File: src/prw_defs.vh
// Constants for the product record walker: bus addresses, header layout, timing.
// Assumes inclusion by bare name from the walker and its helpers.
`ifndef PRW_DEFS_VH
`define PRW_DEFS_VH
// Target addresses of the two 256-byte regions (8-bit form, R/W bit zero)
`define PRW_ADDR_PRODUCT 8'ha0
`define PRW_ADDR_PRESENCE 8'ha8
// Header layout: marker bytes, then a two-byte size, big-endian
`define PRW_MARK_LEN 8'h04
`define PRW_SIZE_POS 8'h04
`define PRW_HDR_LEN 8'h06
// Default marker value, arbitrary
`define PRW_MARK_DEF 32'h50524543
// Identifier values
`define PRW_ID_END 8'hff
`define PRW_ID_CHECK 8'h01
`define PRW_ID_USER_LO 8'hc0
// Region size in bytes
`define PRW_REGION_BYTES 9'h100
// SCL timing: quarter period in ns and in 250 MHz cycles
`define PRW_CLK_NS 4
`define PRW_QTR_NS 2500
`define PRW_QTR_CYC ((`PRW_QTR_NS + `PRW_CLK_NS - 1) / `PRW_CLK_NS)
`endif

File: src/prw_walker.v
// Product record walker: reads the header and packet chain of the product
// record from a serial memory over I2C and hands each packet data byte out.
// Assumes a 250 MHz clock, synchronous reset, open-drain pins resolved outside.
//
// Function
// Serial memory is two independent 256-byte regions: product and presence records.
// Product region at target address a0, presence region at a8.
// Product record is a header (marker, size) followed by contiguous packets.
// Marker must match before any packet is trusted; else uninitialized.
// Size field is total bytes assigned to the product region.
// Packet is identifier, then length, then that many data bytes.
// Next packet address is data base plus length.
// Packets accepted in any order, no fixed position per identifier.
// Walk ends on the terminating identifier right after the last packet.
// Optional checksum packet may be used to check record integrity.
// Same identifier may carry differing lengths; no fixed length assumed.
// User-range packets are passed through with the same length chaining.
// Identifier and length are one byte each, data follows at once.
// Error stop if packet address reaches size or region end unterminated.
`timescale 1ns/10ps
`default_nettype none
`include "prw_defs.vh"
module prw_walker #(
    parameter QTR_CYC = `PRW_QTR_CYC,
    parameter [31:0] MARKER = `PRW_MARK_DEF
) (
    input wire clk,
    input wire rst_n,
    input wire go,
    input wire sda_in,
    output reg scl_oe,
    output reg sda_oe,
    output reg busy,
    output reg done,
    output reg uninit,
    output reg walk_err,
    output reg bus_err,
    output reg sum_bad,
    output reg pkt_valid,
    output reg [7:0] pkt_id,
    output reg [7:0] pkt_len,
    output reg [7:0] pkt_idx,
    output reg [7:0] pkt_data,
    output reg pkt_user
);
    localparam W_IDLE = 3'd0;
    localparam W_HDR = 3'd1;
    localparam W_ID = 3'd2;
    localparam W_LEN = 3'd3;
    localparam W_DATA = 3'd4;
    localparam W_WAIT = 3'd5;

    wire tick;
    wire rd_done;
    wire rd_nack;
    wire [7:0] rd_data;
    wire rd_scl_oe;
    wire rd_sda_oe;
    reg rd_start_q;
    reg [2:0] st_q;
    reg [2:0] ret_q;
    reg [8:0] addr_q;
    reg [31:0] mark_q;
    reg [15:0] size_q;
    reg [7:0] id_q;
    reg [7:0] len_q;
    reg [7:0] cnt_q;
    reg [7:0] sum_q;
    reg [8:0] limit_d;

    prw_tick #(.DIV(QTR_CYC)) u_tick (
        .clk(clk),
        .rst_n(rst_n),
        .tick(tick)
    );

    // Only the product region is walked; offset is the low byte
    prw_i2c_byte u_rd (
        .clk(clk),
        .rst_n(rst_n),
        .tick(tick),
        .start(rd_start_q),
        .dev_addr(`PRW_ADDR_PRODUCT),
        .offset(addr_q[7:0]),
        .busy(),
        .done(rd_done),
        .nack(rd_nack),
        .rdata(rd_data),
        .scl_oe(rd_scl_oe),
        .sda_oe(rd_sda_oe),
        .sda_in(sda_in)
    );

    // Walk limit: the smaller of the size field and the region end
    always @*
    begin
        if (size_q < {7'h00, `PRW_REGION_BYTES})
            limit_d = size_q[8:0];
        else
            limit_d = `PRW_REGION_BYTES;
    end

    // Pins re-registered so every output is a flip-flop
    always @(posedge clk)
    begin
        if (!rst_n)
        begin
            scl_oe <= 1'b0;
            sda_oe <= 1'b0;
        end
        else
        begin
            scl_oe <= rd_scl_oe;
            sda_oe <= rd_sda_oe;
        end
    end

    // Walk sequencer: one random read per byte, trading speed for simplicity
    always @(posedge clk)
    begin
        if (!rst_n)
        begin
            st_q <= W_IDLE;
            ret_q <= W_IDLE;
            rd_start_q <= 1'b0;
            addr_q <= 9'h000;
            mark_q <= 32'h00000000;
            size_q <= 16'h0000;
            id_q <= 8'h00;
            len_q <= 8'h00;
            cnt_q <= 8'h00;
            sum_q <= 8'h00;
            busy <= 1'b0;
            done <= 1'b0;
            uninit <= 1'b0;
            walk_err <= 1'b0;
            bus_err <= 1'b0;
            sum_bad <= 1'b0;
            pkt_valid <= 1'b0;
            pkt_id <= 8'h00;
            pkt_len <= 8'h00;
            pkt_idx <= 8'h00;
            pkt_data <= 8'h00;
            pkt_user <= 1'b0;
        end
        else
        begin
            rd_start_q <= 1'b0;
            pkt_valid <= 1'b0;
            done <= 1'b0;
            case (st_q)
                W_IDLE:
                begin
                    if (go)
                    begin
                        busy <= 1'b1;
                        uninit <= 1'b0;
                        walk_err <= 1'b0;
                        bus_err <= 1'b0;
                        sum_bad <= 1'b0;
                        sum_q <= 8'h00;
                        addr_q <= 9'h000;
                        rd_start_q <= 1'b1;
                        st_q <= W_WAIT;
                        ret_q <= W_HDR;
                    end
                end
                W_WAIT:
                begin
                    if (rd_done)
                    begin
                        if (rd_nack)
                        begin
                            bus_err <= 1'b1;
                            busy <= 1'b0;
                            done <= 1'b1;
                            st_q <= W_IDLE;
                        end
                        else
                            st_q <= ret_q;
                    end
                end
                W_HDR:
                begin
                    // Header: marker bytes then big-endian size
                    if (addr_q < {1'b0, `PRW_MARK_LEN})
                        mark_q <= {mark_q[23:0], rd_data};
                    else
                        size_q <= {size_q[7:0], rd_data};
                    if (addr_q == {1'b0, `PRW_HDR_LEN} - 9'h001)
                    begin
                        if (mark_q != MARKER)
                        begin
                            // No packet is trusted without a valid marker
                            uninit <= 1'b1;
                            busy <= 1'b0;
                            done <= 1'b1;
                            st_q <= W_IDLE;
                        end
                        else
                        begin
                            addr_q <= {1'b0, `PRW_HDR_LEN};
                            rd_start_q <= 1'b1;
                            st_q <= W_WAIT;
                            ret_q <= W_ID;
                        end
                    end
                    else
                    begin
                        addr_q <= addr_q + 9'h001;
                        rd_start_q <= 1'b1;
                        st_q <= W_WAIT;
                    end
                end
                W_ID:
                begin
                    // Identifier byte, whatever its position
                    id_q <= rd_data;
                    if (rd_data == `PRW_ID_END)
                    begin
                        // Terminator ends the walk; checksum result stands
                        busy <= 1'b0;
                        done <= 1'b1;
                        st_q <= W_IDLE;
                    end
                    else if (addr_q + 9'h001 >= limit_d)
                    begin
                        walk_err <= 1'b1;
                        busy <= 1'b0;
                        done <= 1'b1;
                        st_q <= W_IDLE;
                    end
                    else
                    begin
                        sum_q <= sum_q + rd_data;
                        addr_q <= addr_q + 9'h001;
                        rd_start_q <= 1'b1;
                        st_q <= W_WAIT;
                        ret_q <= W_LEN;
                    end
                end
                W_LEN:
                begin
                    // Length taken per packet, never per identifier
                    len_q <= rd_data;
                    cnt_q <= 8'h00;
                    if (id_q != `PRW_ID_CHECK)
                        sum_q <= sum_q + rd_data;
                    if (addr_q + 9'h001 + {1'b0, rd_data} >= limit_d)
                    begin
                        walk_err <= 1'b1;
                        busy <= 1'b0;
                        done <= 1'b1;
                        st_q <= W_IDLE;
                    end
                    else if (rd_data == 8'h00)
                    begin
                        // Empty data section: next packet directly follows
                        addr_q <= addr_q + 9'h001;
                        rd_start_q <= 1'b1;
                        st_q <= W_WAIT;
                        ret_q <= W_ID;
                    end
                    else
                    begin
                        addr_q <= addr_q + 9'h001;
                        rd_start_q <= 1'b1;
                        st_q <= W_WAIT;
                        ret_q <= W_DATA;
                    end
                end
                W_DATA:
                begin
                    // Every data byte, user range included, is handed out; zero-length packets give none
                    pkt_valid <= 1'b1;
                    pkt_id <= id_q;
                    pkt_len <= len_q;
                    pkt_idx <= cnt_q;
                    pkt_data <= rd_data;
                    pkt_user <= (id_q >= `PRW_ID_USER_LO);
                    if (id_q == `PRW_ID_CHECK)
                    begin
                        // First data byte holds the sum of prior packet bytes plus its own identifier
                        if (cnt_q == 8'h00 && rd_data != sum_q)
                            sum_bad <= 1'b1;
                    end
                    else
                        sum_q <= sum_q + rd_data;
                    cnt_q <= cnt_q + 8'h01;
                    // Data base plus length chains to the next packet
                    addr_q <= addr_q + 9'h001;
                    rd_start_q <= 1'b1;
                    st_q <= W_WAIT;
                    if (cnt_q == len_q - 8'h01)
                        ret_q <= W_ID;
                end
                default:
                begin
                    st_q <= W_IDLE;
                end
            endcase
        end
    end
endmodule
`default_nettype wire

File: src/prw_tick.v
// Divider: one-cycle enable pulse every DIV clocks, for the I2C bit phases.
// Assumes one clock, synchronous active-low reset.
`timescale 1ns/10ps
`default_nettype none
module prw_tick #(
    parameter DIV = 625
) (
    input wire clk,
    input wire rst_n,
    output reg tick
);
    reg [15:0] cnt_q;

    // Free-running count, pulse on wrap
    always @(posedge clk)
    begin
        if (!rst_n)
        begin
            cnt_q <= 16'h0000;
            tick <= 1'b0;
        end
        else if (cnt_q == DIV[15:0] - 16'h0001)
        begin
            cnt_q <= 16'h0000;
            tick <= 1'b1;
        end
        else
        begin
            cnt_q <= cnt_q + 16'h0001;
            tick <= 1'b0;
        end
    end
endmodule
`default_nettype wire

File: src/prw_i2c_byte.v
// I2C random-read engine: one byte from a 256-byte region at a given offset.
// Assumes open-drain pins resolved outside; SCL stretching is not supported.
`timescale 1ns/10ps
`default_nettype none
`include "prw_defs.vh"
module prw_i2c_byte (
    input wire clk,
    input wire rst_n,
    input wire tick,
    input wire start,
    input wire [7:0] dev_addr,
    input wire [7:0] offset,
    output reg busy,
    output reg done,
    output reg nack,
    output reg [7:0] rdata,
    output reg scl_oe,
    output reg sda_oe,
    input wire sda_in
);
    // Sequence steps; each bit uses four quarter phases
    localparam S_IDLE = 3'd0;
    localparam S_START = 3'd1;
    localparam S_BYTE = 3'd2;
    localparam S_RSTART = 3'd3;
    localparam S_STOP = 3'd4;

    reg [2:0] st_q;
    reg [1:0] ph_q;
    reg [3:0] bit_q;
    reg [1:0] byte_q;
    reg [7:0] sh_q;
    reg [7:0] off_q;
    reg [7:0] dev_q;
    reg fail_q;

    wire [7:0] next_tx;
    // Byte order: write address, offset, read address, data
    assign next_tx = (byte_q == 2'd0) ? dev_q :
                     (byte_q == 2'd1) ? off_q : (dev_q | 8'h01);

    // Bit engine: SCL low in phases 0,3, high in 1,2; sample in phase 2
    always @(posedge clk)
    begin
        if (!rst_n)
        begin
            st_q <= S_IDLE;
            ph_q <= 2'd0;
            bit_q <= 4'h0;
            byte_q <= 2'd0;
            sh_q <= 8'h00;
            off_q <= 8'h00;
            dev_q <= 8'h00;
            fail_q <= 1'b0;
            busy <= 1'b0;
            done <= 1'b0;
            nack <= 1'b0;
            rdata <= 8'h00;
            scl_oe <= 1'b0;
            sda_oe <= 1'b0;
        end
        else
        begin
            done <= 1'b0;
            if (st_q == S_IDLE)
            begin
                if (start)
                begin
                    st_q <= S_START;
                    dev_q <= dev_addr;
                    off_q <= offset;
                    byte_q <= 2'd0;
                    ph_q <= 2'd0;
                    fail_q <= 1'b0;
                    busy <= 1'b1;
                end
            end
            else if (tick)
            begin
                ph_q <= ph_q + 2'd1;
                case (st_q)
                    S_START, S_RSTART:
                    begin
                        // SDA released, SCL high, then SDA falls while SCL high
                        if (ph_q == 2'd0)
                        begin
                            sda_oe <= 1'b0;
                        end
                        else if (ph_q == 2'd1)
                        begin
                            scl_oe <= 1'b0;
                        end
                        else if (ph_q == 2'd2)
                        begin
                            sda_oe <= 1'b1;
                        end
                        else
                        begin
                            scl_oe <= 1'b1;
                            st_q <= S_BYTE;
                            bit_q <= 4'h0;
                            sh_q <= next_tx;
                        end
                    end
                    S_BYTE:
                    begin
                        if (ph_q == 2'd0)
                        begin
                            // Data byte reads freely; master acks nothing (NACK on bit 8)
                            if (bit_q == 4'h8)
                                sda_oe <= 1'b0;
                            else if (byte_q == 2'd3)
                                sda_oe <= 1'b0;
                            else
                                sda_oe <= ~sh_q[7];
                        end
                        else if (ph_q == 2'd1)
                        begin
                            scl_oe <= 1'b0;
                        end
                        else if (ph_q == 2'd2)
                        begin
                            if (bit_q == 4'h8)
                            begin
                                if (byte_q != 2'd3 && sda_in)
                                    fail_q <= 1'b1;
                            end
                            else
                                sh_q <= {sh_q[6:0], sda_in};
                        end
                        else
                        begin
                            scl_oe <= 1'b1;
                            if (bit_q == 4'h8)
                            begin
                                bit_q <= 4'h0;
                                byte_q <= byte_q + 2'd1;
                                if (fail_q || byte_q == 2'd3)
                                    st_q <= S_STOP;
                                else if (byte_q == 2'd1)
                                    st_q <= S_RSTART;
                                else
                                    sh_q <= off_q; // Offset follows the write address
                                if (byte_q == 2'd3)
                                    rdata <= sh_q;
                            end
                            else
                                bit_q <= bit_q + 4'h1;
                        end
                    end
                    S_STOP:
                    begin
                        // SDA low, SCL high, then SDA rises while SCL high
                        if (ph_q == 2'd0)
                        begin
                            sda_oe <= 1'b1;
                        end
                        else if (ph_q == 2'd1)
                        begin
                            scl_oe <= 1'b0;
                        end
                        else if (ph_q == 2'd2)
                        begin
                            sda_oe <= 1'b0;
                        end
                        else
                        begin
                            st_q <= S_IDLE;
                            busy <= 1'b0;
                            done <= 1'b1;
                            nack <= fail_q;
                        end
                    end
                    default:
                    begin
                        st_q <= S_IDLE;
                    end
                endcase
            end
        end
    end
endmodule
`default_nettype wire

File: config.mk
export PLATFORM = sky130hd
export DESIGN_NAME = prw_walker
export DESIGN_NICKNAME = d
export VERILOG_FILES = /design/src/prw_walker.v /design/src/prw_tick.v /design/src/prw_i2c_byte.v
export VERILOG_INCLUDE_DIRS = /design/src
export SDC_FILE = /design/constraint.sdc
export NUM_CORES = 1
export LEC_CHECK = 0
export BUFFER_PORTS_ARGS = -buffer_cell sky130_fd_sc_hd__buf_2
export CAP_MARGIN = 15
export CORE_MARGIN = 2
export CORE_UTILIZATION = 59
export DETAILED_ROUTE_END_ITERATION = 7
export PLACE_DENSITY = 0.77
export RECOVER_POWER = 25
export SLEW_MARGIN = 20
export SYNTH_ARGS = -nofsm -noshare
export SYNTH_HDL_FRONTEND = slang
export SYNTH_SLANG_ARGS = --single-unit
File: constraint.sdc
create_clock -name clk -period 4.4 [get_ports clk]
set_input_delay 0 -clock clk [delete_from_list [all_inputs] [get_ports clk]]
set_output_delay 0 -clock clk [all_outputs]
set_load 0.02 [all_outputs]
* Yosys cells after proc, flatten, opt, wreduce, memory -nomap -nowiden
Cells that the tools add are included.
** Operators by class
- Add/sub/neg operators :: 9
- $mul :: 0
- Div/mod/pow operators :: 0
- Order comparisons :: 5
- Eq/ne operators :: 75
- Shift operators :: 0
- Mux-type cells :: 146
- Bitwise operators :: 9
- Reductions and logical operators :: 51
** Operator list (count)
- $mux 8 :: 17
- $mux 3 :: 31
- $mux 9 :: 7
- $mux 1 :: 57
- $ne 2x2->1 const B :: 24
- $pmux 9 s5 :: 1
- $reduce_and 8->1 :: 5
- $ne 3x2->1 const B :: 13
- $ne 32x31->1 const B :: 1
- $pmux 8 s2 :: 2
- $pmux 8 s4 :: 1
- $mux 4 :: 7
- $reduce_bool 2->1 :: 11
- $mux 2 :: 10
- $ge 9x9->1 :: 2
- $pmux 3 s6 :: 1
- $reduce_and 6->1 :: 3
- $add 16x1->16 const B :: 1
- $eq 16x10->1 const B :: 1
- $logic_not 8->1 :: 2
- $lt 16x9->1 const B :: 1
- $pmux 3 s5 :: 1
- $ne 2x1->1 const B :: 7
- $reduce_and 7->1 :: 2
- other kinds (47) :: 87
** Word-level totals
- Flip-flop bits (word level) :: 196
- Latch bits :: 0
- RAM bits :: 0
- Memory bits (read-only) :: 0
- Input port bits :: 4
- Output and inout port bits :: 42
- Word-level logic and storage cells :: 334
- Memories kept :: 0

* Depth between registers and ports, before layout
Gate-level depths: netlist of the first run.
- Depth in word-level cells :: 10
- Depth in mapped cells :: 20
- Depth with buffers taken out :: 19

* Hierarchy
Synthesis of the first run repeated with hierarchy kept, for this count alone.
** Second synthesis, totals
- Cells, all modules :: 1234
- Area, all modules :: 10022.1 um^2
** By module, submodules not included
- prw_walker :: times used 1, cells an instance 857, area each 6834.1 um^2, seq. area each 2762.6 um^2
- prw_i2c_byte :: times used 1, cells an instance 293, area each 2444.8 um^2, seq. area each 980.9 um^2
- prw_tick :: times used 1, cells an instance 84, area each 743.2 um^2, seq. area each 340.3 um^2

* Worst setup path after synthesis of the first run
Ideal clock, no wire load.
- Path type :: flip-flop to flip-flop
- Start :: register addr_q[2]
- End :: register addr_q[5]
- Setup time :: 70 ps
- Arrival :: 3899 ps
- Required time :: 4330 ps
- Setup slack :: 431 ps
- Stages on the path, launching flop included :: 19
- Path buffers :: 1
- Clock period less this slack :: 3969 ps
- Cell sequence :: dfxtp_1 -> clkbuf_1 -> nand3_1 -> nor2_1 -> xor2_1 -> ha_1 -> a21oi_1 -> nand2_1 -> a21o_1 -> a21oi_1 -> xnor2_1 -> ha_1 -> and4_4 -> a221oi_1 -> o21ai_1 -> a21oi_4 -> o2111ai_4 -> or4b_1 -> a21oi_1
** On the way
- Cells in the longest elaborated chain, start to end :: 5
- Elaborated cells on any way between the ends :: 14
- Classes of those cells :: 2 x add/sub; 2 x order compare; 4 x eq/ne; 5 x mux; 1 x reduce/logical
** Ends and longest elaborated chain
- start, declared :: RTL line prw_walker.v:62 : reg [8:0] addr_q;
- start signal, assigned :: RTL line prw_walker.v:202 : addr_q <= {1'b0, `PRW_HDR_LEN};
- start signal, assigned :: RTL line prw_walker.v:210 : addr_q <= addr_q + 9'h001;
- start signal, assigned :: RTL line prw_walker.v:236 : addr_q <= addr_q + 9'h001;
- $add 9x1->9
- $add 9x8->9 :: RTL line prw_walker.v:249 : if (addr_q + 9'h001 + {1'b0, rd_data} >= limit_d)
- $ge 9x9->1 :: RTL line prw_walker.v:249
- $ne 2x2->1 (no line)
- $reduce_and 6->1 (no line)
Parallel ways exist; a longest one is shown, timed or not. The select of a mux whose other input is x is not followed.
A chain may end at the register's enable or synchronous reset.

* Worst setup path after layout of the first run
- Start :: register addr_q[1]
- End :: register addr_q[6]
Same word-level chain as after synthesis.

==> results of run 1 <==
==> cell type report <==
| type | count | area share [%] |
|---|---|---|
| clock buffer | 18 | 4.01 |
| multi-input combinational | 873 | 50.6 |
| timing repair buffer | 69 | 3.34 |
| sequential | 196 | 36.7 |
| inverter | 35 | 1.25 |
| tap | 216 | 2.52 |
| clock inverter | 14 | 1.54 |
==> worst max-delay path: stages, from the launching register on <==
cell and delay [ps]:
dfxtp_4 380, inv_1 50, ha_1 300, inv_2 60, ha_1 260, a21o_1 170
a21o_1 190, a21o_1 190, a21oi_2 170, o21ai_0 130, xor2_1 160, ha_1 310
and4_4 200, a221oi_1 250, o21ai_1 140, a21oi_4 250, o2111ai_4 200, or4b_1 510
a21oi_1 150
==> sequential cells by signal, indices dropped and copies added (netlist names), 2 cells and up <==
name	cells
cnt_q	8
sum_q	8
addr_q	9
ret_q	3
u_rd.rdata	8
u_tick.cnt_q	16
u_rd.off_q	8
st_q	3
id_q	8
len_q	8
u_rd.sh_q	8
mark_q	32
pkt_data	8
pkt_id	8
u_rd.byte_q	2
u_rd.bit_q	4
u_rd.st_q	3
u_rd.ph_q	2
pkt_idx	8
pkt_len	8
size_q	16
==> worst max path at each step <==
stage | startpoint | end
final | addr_q[1] | addr_q[6]
after global routing | addr_q[1] | addr_q[6]
after CTS | addr_q[1] | addr_q[6]
after detailed placement | addr_q[1] | addr_q[6]
after global placement | addr_q[0] | addr_q[6]
after floorplan | addr_q[2] | addr_q[5]
==> Yosys cell counts, types with 3 or more instances <==
library cell and number:
nor2b_1 6, nor4b_1 4, a21o_1 7, o31ai_1 5, mux2i_1 67, nand2_1 185, and2_1 8, inv_1 34
and4_1 3, nor3_1 18, or4_1 4, nor4_1 7, ha_1 50, a211oi_1 7, o21ai_1 7, or3_1 6
buf_1 4, nor4b_2 4, nor2_1 162, a221o_1 3, nor3_2 3, buf_2 12, a221oi_1 5, a22oi_1 7
or4b_1 3, and3_1 8, dfxtp_1 196, a21oi_1 110, nand4_1 16, o21ai_0 27, xnor2_1 23, o21bai_1 3
xor2_1 24, clkbuf_1 52, nand3_1 35, nand2b_1 6, o22ai_1 4
==> cells by family after synthesis <==
logic type,after synthesis
buffers and inverters,104
adders and majority gates,52
xor gates and xnor gates,47
AOI/OAI and AO/OA,208
and+or+nand+nor,497
DFF,196
muxes,68
==> where the power goes <==
group | internal (mW) | leakage (nW) | switching (mW) | total, mW
Combinational | 0.127 | 2.30 | 0.234 | 0.360
Clock | 0.855 | 0.289 | 0.719 | 1.57
Sequential | 1.80 | 1.58 | 0.0449 | 1.84
==> metrics by stage <==
stage	util (%)	hold WS [ps]	area, sq um	power (mW)	TNS [ps]
floorplan	-	251	9670	2.14	0
global placement	63.0	416	10000	2.22	0
detailed placement	63.0	415	10000	2.22	0
CTS	66.9	77.5	10700	3.78	0
global route	67.2	110	10700	3.92	-84.2
finish	67.2	98.3	10700	3.78	0
==> repair_timing <==
item / 4_1_cts / 5_1_grt
buffers inserted: 0 / 4
hold endpoints to repair: 2 / 0
hold buffers: 2 / 0
resized for setup: 0 / 14
setup endpoints to repair: 0 / 11
==> per-layer routing <==
metal / vias to the layer above / wire [microns] / global-route usage (%)
li1: 4078 / - / -
met1: 3800 / 9920 / 32.8
met2: 206 / 10700 / 41.9
met3: 36 / 1070 / 4.92
met4: 0 / 386 / 8.15
met5: - / 0 / 0
==> metrics.md, run 1 <==
| Metric | Value |
|---|---|
| Top post-synthesis cells by area | dfxtp_1, nand2_1, mux2i_1 |
| Crit Path Class | reg -> reg |
| Critical Path RT | around 4800 ps |
| Post-Syn Instances | between 1000 and 1500 |
| Multiplexer share of the synthesized area | approximately 7.0% |
| Top cell type's share of synthesized area | between 40% and 50% |
| Outcome | completed |
| Number of max-cap violations | 0 |
| Reg-to-Reg Start | addr_q[1] |
| Via count | 8120 |
| Row count | 46 |
| Maximum vdd ir drop | roughly 0.32 mV |
| Vias in the first global route | between 7000 and 8000 |
| Share of layout cells above drive strength 1 | 7.80% |
| Area delta synth->final | 10.7% |
| Commonest non-fill, non-tap cells in the layout | dfxtp_1, nand2_1, nor2_1 |
| Grt ovf | 0 |
| Crit share post-route | between 90 and 100% |
| Post-Synth Adder-Cell Area | approximately 7% |
| Syn nets | between 1000 and 1500 |
| Largest area contributor in the netlist | dfxtp_1 |
| Reg2Reg Depth | 18 |
| Pwr Density | between 300 and 400 nW/um^2 |
| # fillers | ~1300 |
| Final nets | roughly 1200 |
| Crit end category | flip-flop |
| Reg area | just under 4000 sq um |
| Area of the multi-input gates | 5420 sq um |
| Type of origin of the critical path | flip-flop |
| Final Worst Setup Slack | slightly above 200 ps |
| Worst Hold Depth | 2 |
| Yosys reg bits | around 200 |
| Post-Place Cells | roughly 1400 |
| Final count of pins violating max slew | 0 |
| Worst Min Path Start | rst_n |
| HP Class | in -> reg |
| Non-Filler Instances | about 1400 |
| CP Data Arrival Time | approximately 4600 ps |
| Clk root buf | clkbuf_16 |
| Fmax | 238 MHz |
| First-pass GRT wire length | approximately 36 mm |
| CTS tree | yes |
| H-tree depth | 4 |
| Ys flop type | dfxtp_1 |
| P_leak | approximately 4.2 nW |
| Per-cell routed wire length | 15.6 microns |
| Number of buffers added on ports | 45 |
| TritonCTS Buffers | 17 |
| GP Congestion | a little under 0.9 |
| Drt drc | 0 |
| Final min period | ~4200 ps |
| Drt total wl | between 20 and 25 mm |
| Largest net degree at the start of global routing | roughly 110 |
| Slew at the pin with the worst max-slew slack | about 1100 ps |
| First drt pass iteration count | 5 |
| Worst hold endpoint | busy |
| Worst-skew pair later-pin latency | between 400 and 500 ps |
| HPWL Detailed | around 15 mm |
| CORE AREA | between 15000 and 20000 sq um |
| Final hold vios | 0 |
| Async set-or-reset flop fraction in the synthesized netlist | 0% |
| Yosys Warn Count | 0 |
| Synth Area in Simple Gates | between 20% and 30% |
| Largest family of logic cells by synthesized area | simple AND/OR/NAND/NOR gates |
| # diodes | 0 |
| Post-Synth XOR/XNOR Area | 4.26% |
| Place WS | about 80 ps |
| Netlist cell types | between 70 and 80 |
| Antenna violations before repair | 0 |
| Commonest non-fill, non-tap cell in the layout | dfxtp_1 |
| R2R Path End | addr_q[6] |
| Detail Route Antenna Nets | 0 |
| TritonCTS Sinks | between 150 and 200 |
| Die Y | between 100 and 150 microns |
| Worst relative slew slack | roughly a quarter |
| Complex-gate fraction of the synthesized area | 13.2% |
| Ports | 46 |
| Final clock skew | 16.8 ps |
| Tot GR Track Use | between 20 and 30% |
| Via/cell ratio | between 5 and 6 |
| Synth Cell Area | between 9000 and 10000 sq um |
| Chip width | approximately 130 microns |
| Worst reg2reg setup slack | roughly 210 ps |
| Clock transition at path regs | roughly 70 ps |
| Die area | ~17000 sq um |
| Sequential cell area fraction in the yosys report | about two fifths |
| Final setup violation count | 0 |
| Clk buf depth | 2 |
| Post-synthesis average cell area | 8.25 sq um |
| Number of flops mapped to enable cells by yosys | 0 |
| Initial Util | 60.7% |
| Iter 0 DRT Violations | a little under 700 |
| Worst Path Max Fanout | 5 |
Note: power is estimated with default switching activity, not from simulation.
==> inputs of run 2 (changes only) <==
Settings changed: CORE_MARGIN 2 to default, GPL_TIMING_DRIVEN from default to 0.
==> run 2 against run 1 <==
Net effect: fmax down 1.2%; clock-buffer cell count is 2 higher; cell area rose by 1.1%; wire length increased by 13%; largest cell class unchanged.
==> metrics.md, run 2 (synthesis gave the netlist of run 1 again) <==
| Metric | Value |
|---|---|
| Row count | between 40 and 50 |
| Final count of pins violating max slew | 0 |
| Final nets | 1296 |
| TritonCTS Buffers | 17 |
| Clock transition at path regs | 70 ps |
| Commonest non-fill, non-tap cell in the layout | dfxtp_1 |
| Tot GR Track Use | 30.2% |
| First-pass GRT wire length | 39.4 mm |
| Non-Filler Instances | between 1000 and 1500 |
| Sequential Power Share | 47.1% |
| Commonest non-fill, non-tap cells in the layout | dfxtp_1, nand2_1, nor2_1 |
| Area delta synth->final | 12.0% |
| Share of layout cells above drive strength 1 | 6.31% |
| Via count | 8453 |
| Crit end category | flip-flop |
| Iter 0 DRT Violations | slightly above 600 |
| Clk root buf | clkbuf_16 |
| Slew at the pin with the worst max-slew slack | around 1000 ps |
| HP Class | in -> reg |
| CTS tree | yes |
| Critical Path RT | 4750 ps |
| Final hold vios | 0 |
| TritonCTS Sinks | 196 |
| Vias in the first global route | roughly 8000 |
| HPWL Detailed | 17.7 mm |
| Crit Path Class | reg -> reg |
| Detail Route Antenna Nets | 0 |
| Pwr Density | around 360 nW/um^2 |
| Master of the slowest instance on the critical path | or4b_1 |
| # diodes | 0 |
| Crit path max-delay family | compound AO/OA/AOI/OAI gates |
| Clock power share | a little over two fifths |
| Worst Path Max Fanout | 8 |
| Area of the multi-input gates | ~5400 sq um |
| Via/cell ratio | around 5.8 |
| CP Data Arrival Time | 4600 ps |
| Worst-skew pair later-pin latency | between 400 and 500 ps |
| CP bufs+invs | 2 |
| Outcome | completed |
| Combinational Power Share | 10.4% |
| Biggest regs | mark_q x32, size_q x16, u_tick.cnt_q x16 |
| Tot Pwr | between 3 and 4 mW |
| Switching Share | between 20% and 30% |
| CP Cell Sequence | inv_1 > ha_1 > inv_1 > ha_1 > a21o_1 > a21o_1 > a21o_1 > a21oi_2 > o21ai_0 > xor2_1 > ha_1 > and4_4 > a221oi_2 > o21ai_1 > a21oi_4 > o2111ai_4 > or4b_1 > a21oi_1 |
| Reg area | 3930 sq um |
| Antenna violations before repair | 0 |
| Final min period | 4240 ps |
| Final clock skew | between 9 and 10 ps |
| Max FFs per register | 32 |
| First drt pass iteration count | 5 |
| CORE AREA | roughly 16000 sq um |
| Die area | about 17000 sq um |
| Worst relative slew slack | between 30% and 40% |
| Chip width | around 130 microns |
| Ports | 46 |
| Fmax | 236 MHz |
| Grt ovf | 0 |
| Net Sw Power | 0.979 mW |
| Drt drc | 0 |
| Number of max-cap violations | 0 |
| Register with the most flip-flops | mark_q |
| Initial Util | between 60% and 70% |
| P_leak | approximately 4.2 nW |
| H-tree depth | 4 |
| # fillers | between 1000 and 1500 |
| Crit share post-route | 96.4% |
| Clk buf depth | 2 |
| Maximum vdd ir drop | 0.290 mV |
| GP Congestion | 0.967 |
| Per-cell routed wire length | about 17 microns |
| WHS | 27.3 ps |
| Int Pwr | between 2 and 3 mW |
| Largest net degree at the start of global routing | 17 |
| Post-Place Cells | roughly 1400 |
| Drt total wl | roughly 25 mm |
| Die Y | 130 microns |
| Number of buffers added on ports | 45 |
| Type of origin of the critical path | flip-flop |
| Final setup violation count | 0 |
| Delay of the slowest cell on the worst path | ~530 ps |
[run 2: cell types whose count changed in the layout (fill, tap and decap cells not counted), sizes merged]
cell         before  now
clkinv            4    3
o2111ai           2    1
clkinvlp          2    1
bufinv            2    4
inv              41   37
clkbuf           60  119
buf              25   18
dlygate4sd3       2    1
[run 2: final cells by class]
cell class	instances	share of cell area (%)
Sequential cell	196	36.3
Timing Repair Buffer	50	1.95
Buffer	68	2.47
Multi-Input combinational cell	872	49.9
Inverter	35	1.21
Tap cell	216	2.50
Clock buffer	20	4.12
Clock inverter	10	1.61
[run 2: power by group through the flow]
stage / Combinational [mW] / Sequential, mW / Clock [mW]
after floorplan: 0.280 / 1.86 / 0
after global placement: 0.384 / 1.86 / 0
after detailed placement: 0.387 / 1.86 / 0
after CTS: 0.393 / 1.82 / 1.66
after global routing: 0.441 / 1.83 / 1.73
final: 0.403 / 1.83 / 1.65
[run 2: what timing repair did]
action,CTS,global route
endpoints found under the setup margin,7,15
pin swaps,1,2
endpoints found under the hold margin,1,0
resized for setup,2,11
buffers inserted,1,3
hold buffers,1,0
gates cloned,0,0
[run 2: layer usage]
metal,share of wire (%),global-route usage (%)
met1,44,39.6
met2,47,49.1
met3,6.5,5.29
met4,3.0,12.2
met5,0,0
[run 2: stage by stage]
stage	TNS [ps]	util, %	cell area [sq um]	worst slack [ps]
2_1_floorplan	0	-	9670	431
3_3_place_gp	-569	63.8	10200	-137
3_5_place_dp	-779	63.8	10200	-172
4_1_cts	0	67.8	10800	14.5
5_1_grt	-92.5	67.9	10800	-61.8
6_report	0	67.9	10800	157
[run 2: worst min-delay path, stage by stage]
cell,delay [ps]
buf_2,110
inv_1,60
a221oi_1,70
mux2i_1,130
nor2_1,50
[run 2: worst paths after layout]
| path | startpoint | endpoint | slack (ps) | cells past startpoint |
|---|---|---|---|---|
| max | addr_q[1] | addr_q[6] | 160 | 18 |
| min | sda_in | u_rd.sh_q[0] | 30 | 5 |
| min reg2reg | pkt_data[6] | pkt_data[6] | 450 | 2 |
| max reg2reg | addr_q[1] | addr_q[6] | 160 | 18 |
==> inputs of run 3 (changes only) <==
Clock period 4.4 ns to 4.6 ns, I/O delays scaled along.
==> run 3 against run 2 <==
Net effect: cell count shrank 0.14%; hold slack gained 5.0 ps; critical path depth shrank 2; via count shrank 0.67%; fmax shrank 1.4%; flip-flop and latch count is the same; non-clock buffer count shrank 2; first-iteration DRC count shrank 3.2%; clock-buffer cell count is the same; highest routed layer unchanged.
==> metrics.md, run 3 (synthesis gave the netlist of run 1 again) <==
| Metric | Value |
|---|---|
| Clock transition at path regs | ~70 ps |
| First drt pass iteration count | 5 |
| Tot GR Track Use | between 30% and 40% |
| Final core occ | 67.6% |
| Reg area | about 3900 sq um |
| Drt total wl | between 20 and 25 mm |
| Number of buffers added on ports | 45 |
| Area of the multi-input gates | ~5400 sq um |
| H-tree depth | 4 |
| Post-Place Cells | around 1400 |
| Tot Pwr | between 3 and 4 mW |
| Ports | 46 |
| First-pass GRT wire length | 39.4 mm |
| Worst-skew pair later-pin latency | about 430 ps |
| Number of max-cap violations | 0 |
| Largest net degree at the start of global routing | 17 |
| Grt ovf | 0 |
| Drt drc | 0 |
| Die area | between 15000 and 20000 sq um |
| Outcome | completed |
| Final hold vios | 0 |
| Via count | approximately 8400 |
| Crit end category | flip-flop |
| Antenna violations before repair | 0 |
| Type of origin of the critical path | flip-flop |
| Slew at the pin with the worst max-slew slack | 1030 ps |
| Crit share post-route | 93.5% |
| Share of layout cells above drive strength 1 | 5.60% |
| Fmax | roughly 230 MHz |
| Final min period | between 4000 and 5000 ps |
| Reg-to-Reg Start | addr_q[0] |
| Vias in the first global route | approximately 8000 |
| Chip width | around 130 microns |
| Detail Route Antenna Nets | 0 |
| Final clock skew | 7.63 ps |
| Biggest regs | mark_q x32, size_q x16, u_tick.cnt_q x16 |
| GP Congestion | 0.967 |
| Commonest non-fill, non-tap cell in the layout | dfxtp_1 |
| Final count of pins violating max slew | 0 |
| Worst Min Path Start | sda_in |
| Non-Filler Instances | about 1500 |
| CP Cell Sequence | ha_1 > xor2_1 > ha_1 > a21o_1 > a21o_1 > a21oi_1 > o21ai_0 > xor2_1 > ha_1 > and4_4 > a221oi_1 > o21ai_1 > a21oi_4 > o2111ai_4 > or4b_1 > a21oi_1 |
| # diodes | 0 |
| Iter 0 DRT Violations | ~600 |
| Final setup violation count | 0 |
| Die Y | 130 microns |
| Final nets | about 1300 |
| Crit Path Class | reg -> reg |
| Clk buf depth | 2 |
| HP Class | in -> reg |
| TritonCTS Buffers | 17 |
| Critical Path RT | just under 5000 ps |
| Max FFs per register | 32 |
| Initial Util | between 60% and 70% |
| Per-cell routed wire length | approximately 17 microns |
| Worst Path Max Fanout | 10 |
| Delay of the slowest cell on the worst path | around 510 ps |
| CP Data Arrival Time | ~4700 ps |
| Row count | 46 |
| Clk root buf | clkbuf_16 |
| # fillers | ~1400 |
| HPWL Detailed | around 18 mm |
| P_leak | 4.17 nW |
| Via/cell ratio | ~5.7 |
| Master of the slowest instance on the critical path | or4b_1 |
| CORE AREA | about 16000 sq um |
| Setup TNS | 0 ps |
| Pwr Density | 344 nW/um^2 |
| Register with the most flip-flops | mark_q |
| Worst relative slew slack | a little under a third |
| CTS tree | yes |
| Commonest non-fill, non-tap cells in the layout | dfxtp_1, nand2_1, nor2_1 |
| Most used cell, CP | ha_1 |
| Area delta synth->final | 11.4% |
| Worst Setup SP | addr_q[0] |
| TritonCTS Sinks | between 150 and 200 |
| RSZ-0062 raised after global routing | false |
| Maximum vdd ir drop | 0.268 mV |
## run 3: cell count changes in the layout (fill, tap and decap cells not counted), sizes merged
| cell | change |
|---|---|
| buf | -2 |
## run 3: timing repair
item / 4_1_cts / 5_1_grt
endpoints found under the setup margin: 1 / 15
pin swaps: 1 / 0
endpoints found under the hold margin: 1 / 0
hold buffers: 1 / 0
setup buffers: 1 / 1
resized for setup: 0 / 6
## run 3: cell type report
class / instances / share of cell area [%]
Clock buffer: 20 / 4.15
Tap cell: 216 / 2.51
Sequential cell: 196 / 36.5
Buffer: 68 / 2.49
Inverter: 35 / 1.22
Multi-Input combinational cell: 872 / 49.8
Timing Repair Buffer: 48 / 1.82
Clock inverter: 10 / 1.61
## run 3: metal layers
layer  part of all wire, %  up-vias  wire, microns  global-route usage (%)
met1                    45     3945          11100                    39.6
met4                   2.9        0            724                    12.4
met2                    47      238          11600                    49.2
met3                   5.6       50           1380                    5.33
li1                      -     4163              -                       -
met5                     0        -              0                       0
## run 3: worst max-delay path, delay by kind of cell, from the launching register on
| kind | cells | cell delay, ps |
|---|---|---|
| and+or+nand+nor | 2 | 710 |
| DFF | 1 | 440 |
| adders and majority gates | 3 | 870 |
| AOI/OAI and AO/OA | 9 | 1730 |
| xor gates and xnor gates | 2 | 480 |
## run 3: final timing paths
check | slack [ps] | end | cells after the start
worst max-delay path | 300 | addr_q[5] | 16
worst min-delay path | 30 | u_rd.sh_q[0] | 5
worst max register to register | 300 | addr_q[5] | 16
worst min register to register | 450 | pkt_data[6] | 2
## run 3: through the flow
step | instance area, sq um | setup WS (ps) | hold slack, ps
after floorplan | 9670 | 631 | 251
after global placement | 10200 | 62.6 | 417
after detailed placement | 10200 | 27.6 | 420
after CTS | 10800 | 29.2 | 17.5
after global routing | 10800 | 12.5 | 62.1
final | 10800 | 297 | 32.3
## run 3: report_power, final
part           switching (mW)  internal (mW)
Combinational           0.259          0.123
Clock                   0.649          0.928
Sequential             0.0260           1.72
Total                   0.934           2.77
